`config.mk`:
```
export PLATFORM = sky130hd
export DESIGN_NAME = bfs_ctrl
export DESIGN_NICKNAME = d
export VERILOG_FILES = /design/src/include/bfs_pkg.sv /design/src/include/bfs_region_if.sv /design/src/rtl/bfs_ctrl.sv /design/src/rtl/bfs_region_decode.sv /design/src/rtl/bfs_sync.sv
export VERILOG_INCLUDE_DIRS = /design/src /design/src/include
export SDC_FILE = /design/constraint.sdc
export NUM_CORES = 1
export LEC_CHECK = 0
export BUFFER_PORTS_ARGS = -buffer_cell sky130_fd_sc_hd__buf_2
export CORE_UTILIZATION = 40
export DETAILED_ROUTE_END_ITERATION = 6
export GPL_ROUTABILITY_DRIVEN = 1
export GPL_TIMING_DRIVEN = 1
export PLACE_DENSITY = 0.65
export SYNTH_ARGS = -nofsm -noshare
export SYNTH_HDL_FRONTEND = slang
export SYNTH_HIERARCHICAL = 1
export SYNTH_SLANG_ARGS = --single-unit
```
`constraint.sdc`:
```
create_clock -name ref_clk_i -period 2.9 [get_ports ref_clk_i]
set_clock_uncertainty 0.2 [all_clocks]
set_input_delay 0.145 -clock ref_clk_i [delete_from_list [all_inputs] [get_ports ref_clk_i]]
set_output_delay 0.145 -clock ref_clk_i [all_outputs]
set_load 0.02 [all_outputs]
```
`src/include/bfs_defines.svh`:
```
// Constants of the boot flash section control block: register map, field
// positions, reset values, region sizes in flash words.
// Assumes word-addressed flash and an 8-bit register port.
`ifndef BFS_DEFINES_SVH
`define BFS_DEFINES_SVH

// ****************************************************************
// Widths
// ****************************************************************
`define BFS_AW              15
`define BFS_DW              8
`define BFS_RAW             2

// ****************************************************************
// Register offsets
// ****************************************************************
`define BFS_REG_CTRL        2'h0
`define BFS_REG_LOCK        2'h1
`define BFS_REG_FUSE        2'h2

// ****************************************************************
// Control and status fields
// ****************************************************************
`define BFS_CTRL_BUSY       0
`define BFS_CTRL_CLEAR      1
`define BFS_CTRL_ACTIVE     2
`define BFS_CTRL_STALL      3
`define BFS_CTRL_READY      4

// Lock register: application set low, boot set high; bit 0 of a set
// low means store-program may not write that region
`define BFS_LOCK_APP_LSB    0
`define BFS_LOCK_BOOT_LSB   2
`define BFS_LOCK_WR_BIT     0
`define BFS_LOCK_RESET      2'h3

// Fuse view: size in [1:0], reset-vector fuse in 2, ready in 3
`define BFS_FUSE_RST_BIT    2
`define BFS_FUSE_READY_BIT  3
`define BFS_FUSE_SIZE_RESET 2'h3

// ****************************************************************
// Region sizes (words) and timing
// ****************************************************************
`define BFS_BOOT_WORDS_0    15'h1000
`define BFS_BOOT_WORDS_1    15'h0800
`define BFS_BOOT_WORDS_2    15'h0400
`define BFS_BOOT_WORDS_3    15'h0200
`define BFS_HALT_WORDS      15'h1000
`define BFS_APP_RESET_ADDR  15'h0000
`define BFS_FUSE_SETTLE     2'h2

`endif

```
`src/include/bfs_pkg.sv`:
```
// Types shared by the boot flash section control block.
// Assumes bfs_defines.svh is on the include path.
`include "bfs_defines.svh"

package bfs_pkg;

	typedef enum logic {
		BFS_OP_ERASE,
		BFS_OP_WRITE
	} bfs_op_t;

	typedef enum logic [1:0] {
		BFS_IDLE,
		BFS_RUN_CRR,
		BFS_RUN_HALT
	} bfs_state_t;

	typedef struct packed {
		bfs_state_t           state;
		logic                 busy_flag;
		logic                 stall;
		logic                 flash_start;
		logic                 flash_erase;
		logic [`BFS_AW-1:0]   flash_addr;
		logic                 refused;
		logic [1:0]           lock_app;
		logic [1:0]           lock_boot;
		logic                 fuse_rst;
		logic [1:0]           fuse_size;
		logic [1:0]           fuse_cnt;
		logic                 boot_ready;
		logic [`BFS_AW-1:0]   reset_vector;
		logic [`BFS_DW-1:0]   rdata;
	} bfs_regs_t;

endpackage

```
`src/include/bfs_region_if.sv`:
```
// Address classification bundle between the controller and a decoder.
// Assumes both ends run on the same clock; the bundle is combinational.
`timescale 1ns/10ps
`include "bfs_defines.svh"

interface bfs_region_if;
	logic [`BFS_AW-1:0] addr;
	logic [`BFS_AW-1:0] boot_start;
	logic [`BFS_AW-1:0] halt_start;
	logic               in_boot;
	logic               in_halt;

	modport decoder (
		input  addr,
		input  boot_start,
		input  halt_start,
		output in_boot,
		output in_halt
	);

	modport user (
		output addr,
		output boot_start,
		output halt_start,
		input  in_boot,
		input  in_halt
	);
endinterface

```
`src/rtl/bfs_ctrl.sv`:
```
// Boot flash section controller: gates store-program operations, stalls
// the core or blocks the concurrent-read region, picks the reset vector.
// Assumes a core on the same clock and a flash macro that pulses done.
//
// The register addresses and the strobed register port are this design's own decisions.
`timescale 1ns/10ps
`include "bfs_defines.svh"

module bfs_ctrl #(
	parameter logic [`BFS_AW-1:0] HALT_WORDS = `BFS_HALT_WORDS
) (
	input  wire logic                ref_clk_i,
	input  wire logic                nrst_i,
	input  wire logic [`BFS_RAW-1:0] reg_addr_i,
	input  wire logic [`BFS_DW-1:0]  reg_wdata_i,
	input  wire logic                reg_wr_i,
	input  wire logic                reg_rd_i,
	output logic      [`BFS_DW-1:0]  reg_rdata_o,
	input  wire logic [1:0]          boot_size_fuses_i,
	input  wire logic                boot_reset_fuse_i,
	input  wire logic                core_store_i,
	input  wire bfs_pkg::bfs_op_t    core_op_i,
	input  wire logic [`BFS_AW-1:0]  core_pc_i,
	input  wire logic [`BFS_AW-1:0]  core_target_i,
	input  wire logic                flash_done_i,
	output logic                     flash_start_o,
	output logic                     flash_erase_o,
	output logic      [`BFS_AW-1:0]  flash_addr_o,
	output logic                     core_stall_o,
	output logic                     crr_block_o,
	output logic                     store_refused_o,
	output logic      [`BFS_AW-1:0]  reset_vector_o,
	output logic                     boot_ready_o
);

	// ****************************************************************
	// Fuse synchroniser and region decoders
	// ****************************************************************
	logic [2:0]            fuse_sync;
	logic [`BFS_AW-1:0]    boot_start;
	logic [`BFS_AW-1:0]    halt_start;
	bfs_pkg::bfs_regs_t    r_reg;
	bfs_pkg::bfs_regs_t    r_next;

	bfs_sync #(
		.W (3)
	) u_fuse_sync (
		.ref_clk_i (ref_clk_i),
		.nrst_i    (nrst_i),
		.async_i   ({boot_reset_fuse_i, boot_size_fuses_i}),
		.sync_o    (fuse_sync)
	);

	// Size clamp keeps a large boot setting from spilling out of the halting region
	function automatic logic [`BFS_AW-1:0] boot_start_of(input logic [1:0] sz);
		logic [`BFS_AW-1:0] w;
		case (sz)
			2'h0: w = `BFS_BOOT_WORDS_0;
			2'h1: w = `BFS_BOOT_WORDS_1;
			2'h2: w = `BFS_BOOT_WORDS_2;
			default: w = `BFS_BOOT_WORDS_3;
		endcase
		if (w > HALT_WORDS) begin
			w = HALT_WORDS;
		end
		boot_start_of = {`BFS_AW{1'b0}} - w;
	endfunction

	// Boundary follows only the latched fuse copy
	assign boot_start = boot_start_of(r_reg.fuse_size);
	assign halt_start = {`BFS_AW{1'b0}} - HALT_WORDS;

	bfs_region_if pc_rgn ();
	bfs_region_if tgt_rgn ();

	assign pc_rgn.addr        = core_pc_i;
	assign pc_rgn.boot_start  = boot_start;
	assign pc_rgn.halt_start  = halt_start;
	assign tgt_rgn.addr       = core_target_i;
	assign tgt_rgn.boot_start = boot_start;
	assign tgt_rgn.halt_start = halt_start;

	bfs_region_decode u_pc_dec (
		.rgn (pc_rgn)
	);

	bfs_region_decode u_tgt_dec (
		.rgn (tgt_rgn)
	);

	// ****************************************************************
	// Protection
	// ****************************************************************
	logic tgt_locked;
	logic store_ok;

	always_comb begin
		if (tgt_rgn.in_boot) begin
			tgt_locked = !r_reg.lock_boot[`BFS_LOCK_WR_BIT];
		end else begin
			tgt_locked = !r_reg.lock_app[`BFS_LOCK_WR_BIT];
		end
	end

	// Any unlocked target address is accepted once the fuses are latched and the fetch came from the boot region
	assign store_ok = pc_rgn.in_boot && !tgt_locked && r_reg.boot_ready;

	// ****************************************************************
	// Next state
	// ****************************************************************
	always_comb begin
		r_next             = r_reg;
		r_next.flash_start = 1'b0;
		r_next.refused     = 1'b0;
		r_next.rdata       = '0;

		// Fuses are latched once after reset; nothing else writes them
		if (!r_reg.boot_ready) begin
			if (r_reg.fuse_cnt != `BFS_FUSE_SETTLE) begin
				r_next.fuse_cnt = r_reg.fuse_cnt + 2'h1;
			end else begin
				r_next.fuse_size  = fuse_sync[1:0];
				r_next.fuse_rst   = fuse_sync[2];
				r_next.boot_ready = 1'b1;
				if (!fuse_sync[2]) begin
					r_next.reset_vector = boot_start_of(fuse_sync[1:0]);
				end else begin
					r_next.reset_vector = `BFS_APP_RESET_ADDR;
				end
			end
		end

		// Clear comes first so a same-cycle start keeps the flag set
		if (reg_wr_i && reg_addr_i == `BFS_REG_CTRL && reg_wdata_i[`BFS_CTRL_CLEAR]
				&& r_reg.state == bfs_pkg::BFS_IDLE) begin
			r_next.busy_flag = 1'b0;
		end
		// Lock bits can only be programmed towards zero
		if (reg_wr_i && reg_addr_i == `BFS_REG_LOCK) begin
			r_next.lock_app  = r_reg.lock_app & reg_wdata_i[`BFS_LOCK_APP_LSB +: 2];
			r_next.lock_boot = r_reg.lock_boot & reg_wdata_i[`BFS_LOCK_BOOT_LSB +: 2];
		end

		case (r_reg.state)
			bfs_pkg::BFS_IDLE: begin
				if (core_store_i) begin
					if (store_ok) begin
						r_next.flash_start = 1'b1;
						r_next.flash_erase = (core_op_i == bfs_pkg::BFS_OP_ERASE);
						r_next.flash_addr  = core_target_i;
						if (tgt_rgn.in_halt) begin
							r_next.state = bfs_pkg::BFS_RUN_HALT;
							r_next.stall = 1'b1;
						end else begin
							r_next.state     = bfs_pkg::BFS_RUN_CRR;
							r_next.busy_flag = 1'b1;
						end
					end else begin
						r_next.refused = 1'b1;
					end
				end
			end
			bfs_pkg::BFS_RUN_CRR: begin
				// Core keeps running here; a second store is refused
				r_next.refused = core_store_i;
				if (flash_done_i) begin
					r_next.state = bfs_pkg::BFS_IDLE;
				end
			end
			bfs_pkg::BFS_RUN_HALT: begin
				if (flash_done_i) begin
					r_next.state = bfs_pkg::BFS_IDLE;
					r_next.stall = 1'b0;
				end
			end
			default: begin
				r_next.state = bfs_pkg::BFS_IDLE;
				r_next.stall = 1'b0;
			end
		endcase

		if (reg_rd_i) begin
			case (reg_addr_i)
				`BFS_REG_CTRL: begin
					r_next.rdata[`BFS_CTRL_BUSY]   = r_reg.busy_flag;
					r_next.rdata[`BFS_CTRL_ACTIVE] = (r_reg.state != bfs_pkg::BFS_IDLE);
					r_next.rdata[`BFS_CTRL_STALL]  = r_reg.stall;
					r_next.rdata[`BFS_CTRL_READY]  = r_reg.boot_ready;
				end
				`BFS_REG_LOCK: begin
					r_next.rdata[`BFS_LOCK_APP_LSB +: 2]  = r_reg.lock_app;
					r_next.rdata[`BFS_LOCK_BOOT_LSB +: 2] = r_reg.lock_boot;
				end
				`BFS_REG_FUSE: begin
					r_next.rdata[1:0]                 = r_reg.fuse_size;
					r_next.rdata[`BFS_FUSE_RST_BIT]   = r_reg.fuse_rst;
					r_next.rdata[`BFS_FUSE_READY_BIT] = r_reg.boot_ready;
				end
				default: begin
					r_next.rdata = '0;
				end
			endcase
		end
	end

	// ****************************************************************
	// State register
	// ****************************************************************
	always_ff @(posedge ref_clk_i or negedge nrst_i) begin
		if (!nrst_i) begin
			r_reg              <= '0;
			r_reg.state        <= bfs_pkg::BFS_IDLE;
			r_reg.lock_app     <= `BFS_LOCK_RESET;
			r_reg.lock_boot    <= `BFS_LOCK_RESET;
			r_reg.fuse_rst     <= 1'b1;
			r_reg.fuse_size    <= `BFS_FUSE_SIZE_RESET;
			r_reg.reset_vector <= `BFS_APP_RESET_ADDR;
		end else begin
			r_reg <= r_next;
		end
	end

	assign reg_rdata_o     = r_reg.rdata;
	assign flash_start_o   = r_reg.flash_start;
	assign flash_erase_o   = r_reg.flash_erase;
	assign flash_addr_o    = r_reg.flash_addr;
	assign core_stall_o    = r_reg.stall;
	assign crr_block_o     = r_reg.busy_flag;
	assign store_refused_o = r_reg.refused;
	assign reset_vector_o  = r_reg.reset_vector;
	assign boot_ready_o    = r_reg.boot_ready;

	logic idle_store;
	assign idle_store = core_store_i && r_reg.state == bfs_pkg::BFS_IDLE && r_reg.boot_ready;
endmodule

```
`src/rtl/bfs_region_decode.sv`:
```
// Classifies a flash word address into boot and halting regions.
// Assumes both regions sit at the top of flash and run to its last word.
`timescale 1ns/10ps

module bfs_region_decode (
	bfs_region_if.decoder rgn
);
	assign rgn.in_boot = (rgn.addr >= rgn.boot_start);
	assign rgn.in_halt = (rgn.addr >= rgn.halt_start);
endmodule

```
`src/rtl/bfs_sync.sv`:
```
// Two-flop synchroniser for static levels such as fuse pins.
// Assumes the inputs change rarely; no bus coherence is promised.
`timescale 1ns/10ps

module bfs_sync #(
	parameter int W = 1
) (
	input  wire logic         ref_clk_i,
	input  wire logic         nrst_i,
	input  wire logic [W-1:0] async_i,
	output logic      [W-1:0] sync_o
);
	logic [W-1:0] meta_reg;
	logic [W-1:0] sync_reg;

	always_ff @(posedge ref_clk_i or negedge nrst_i) begin
		if (!nrst_i) begin
			meta_reg <= '0;
			sync_reg <= '0;
		end else begin
			meta_reg <= async_i;
			sync_reg <= meta_reg;
		end
	end

	assign sync_o = sync_reg;
endmodule

```
==> flow_summary.yaml <==
outcome:
  run_status: "completed"
final_layout:
  final_net_count: 580
  n_antenna_cell: 0
  layout.cells.most_common: "sky130_fd_sc_hd__buf_2"
  largest_register_ff_count: 15
  final_cells: 581
  area_growth_pct: 28.3
  mostFrequentLayoutCells: "sky130_fd_sc_hd__buf_2, sky130_fd_sc_hd__ha_1, sky130_fd_sc_hd__inv_1, sky130_fd_sc_hd__conb_1, sky130_fd_sc_hd__dfrtp_1"
  drive_gt1_share_pct: 31.9
die:
  initial_core_util_pct: 41.4
  fp.dieArea_um2: 8930
  floorplan.io_pins: 94
  die_w_um: 94.5
  die_boundary_height_um: 94.5
  placement_rows: 33
  core-area_um2: 8260
setup_path:
  arrival_ps: 2850
  critPathCaptureType: "register"
  start_kind: "register"
  critPathRequiredTime_ps: 2900
  critPathMaxFanout: 5
  timing_worst_setup_path_type: "reg -> reg"
timing:
  max-slew-margin-rel_pct: 29.5
  setup_repair_after_global_routing_missed_its_margin: "yes"
  final_max_slew_viol_count: 0
  whs_ps: 89.3
  fin_tns_setup_ps: 0
  setup_viol: 0
  tightestPinTransition_ps: 1060
  final.period_utilization_pct: 98.4
  final_critical_path_setup_slack_ps: 45.6
  period_minus_slack_ps: 2850
  finalHoldViolCount: 0
  clock.fmax_mhz: 350
drt:
  route.vias.total: 2605
  top_layer: "met4"
  drt-pass1-iter-count: 4
  routed_wirelength_mm: 6.76
  met2_length_mm: 3.41
  route.antenna.remaining_nets: 0
  wl_met3_um: 402
  route.detailed.drc: 0
  met1_routed_length_mm: 2.87
  wl_per_cell_um: 11.6
  detailedRoute.firstIterationViolations: 85
  drt-vias-per-instance: 4.48
clock_network:
  clockBufferDepth: 2
  worstSkewPairLatency_ps: 310
  sink_count_of_the_clock_tree: 49
  ctsRootBufferMaster: "sky130_fd_sc_hd__clkbuf_8"
  clk_transition_reported_paths_ps: 100
  ctsHtreeMaxLevel: 2
  clock_tree_from_tritoncts: "yes"
  cts_made_buffers: 5
global_route:
  grt_use_total_pct: 15.7
  grt_first_pass_wirelength_mm: 11.0
  grt_antenna_before_repair: 0
  global_route.overflow_total: 0
  grt_pass1_vias: 2493
  grt_start_max_net_pins: 50
power:
  p_total_w: 0.00147
  max-vdd-ir-drop_v: 0.000171
  power-per-cell-area_nw_per_um2: 334
  p_leak_nw: 2.29
placement:
  pre_cts_slack_ps: -155
  place.detailed.instances: 543
  routabilityCongestion: 0.824
  port_buffers: 77
  post-dp-hpwl_mm: 5.10
synthesis:
  syn_inst: 350
  mappedNetlistArea_um2: 3420
  postSynthAreaPerCell_um2: 9.78
  yosysWarnings: 6
flow_run:
  maxCapViolCount: 0
min_path:
  holdCritPathClass: "in -> reg"
-- layer usage --
layer	GRT usage, %	vias to the layer above
met3	3.06	5
met5	0	-
li1	-	1341
met4	3.79	0
met1	19.0	1191
met2	28.5	68
-- area by class of cell --
type	count	area, um2
Fill cell	755	3870
Multi-Input combinational cell	253	1970
Sequential cell	49	1230
Timing Repair Buffer	113	757
Inverter	53	199
Tap cell	105	131
Clock buffer	5	68.8
Clock inverter	3	25.0
-- worst paths after layout --
check                                              from                    end  slack (ps)  cells after the start
worst max-delay path                          r_reg[27]       flash_addr_o[10]          50                     11
worst min-delay path                      reg_addr_i[1]         reg_rdata_o[3]          90                      4
worst max register to register                r_reg[27]       flash_addr_o[10]          50                     11
worst min register to register  u_fuse_sync/meta_reg[0]  u_fuse_sync/sync_o[0]         140                      0
max in group asynchronous                        nrst_i        flash_addr_o[0]        1490                      2
min in group asynchronous                        nrst_i     reset_vector_o[10]         360                      2
-- repair_timing --
item / in CTS / in global routing
gates cloned: 1 / 1
setup buffers: 2 / 0
endpoints found under the hold margin: 72 / 0
setup endpoints to repair: 21 / 21
hold buffers: 27 / 0
pin swaps: 6 / 10
gates resized for setup: 15 / 19
-- critical path: stages, from the launching register on --
cell and delay [ps]:
sky130_fd_sc_hd__dfstp_2 580, sky130_fd_sc_hd__nand2_2 90, sky130_fd_sc_hd__ha_4 280, sky130_fd_sc_hd__inv_2 40, sky130_fd_sc_hd__ha_4 280, sky130_fd_sc_hd__and4_1 170, sky130_fd_sc_hd__nand2_1 60, sky130_fd_sc_hd__o21ai_2 170
sky130_fd_sc_hd__mux2i_2 320, sky130_fd_sc_hd__nor2_4 100, sky130_fd_sc_hd__clkbuf_16 170, sky130_fd_sc_hd__mux2_4 290
-- power breakdown --
group | total [W] | internal [W] | switching [W]
sequential | 0.000707 | 0.000699 | 0.00000842
clock | 0.000425 | 0.000176 | 0.000249
combinational | 0.000336 | 0.000152 | 0.000184
-- metrics by stage --
step / cell area, um2 / util (%)
floorplan: 3600 / -
global placement: 3850 / 46.7
detailed placement: 3850 / 46.7
CTS: 4330 / 52.4
global route: 4390 / 53.2
finish: 4390 / 53.2
Note: power is estimated with default switching activity, not from simulation.
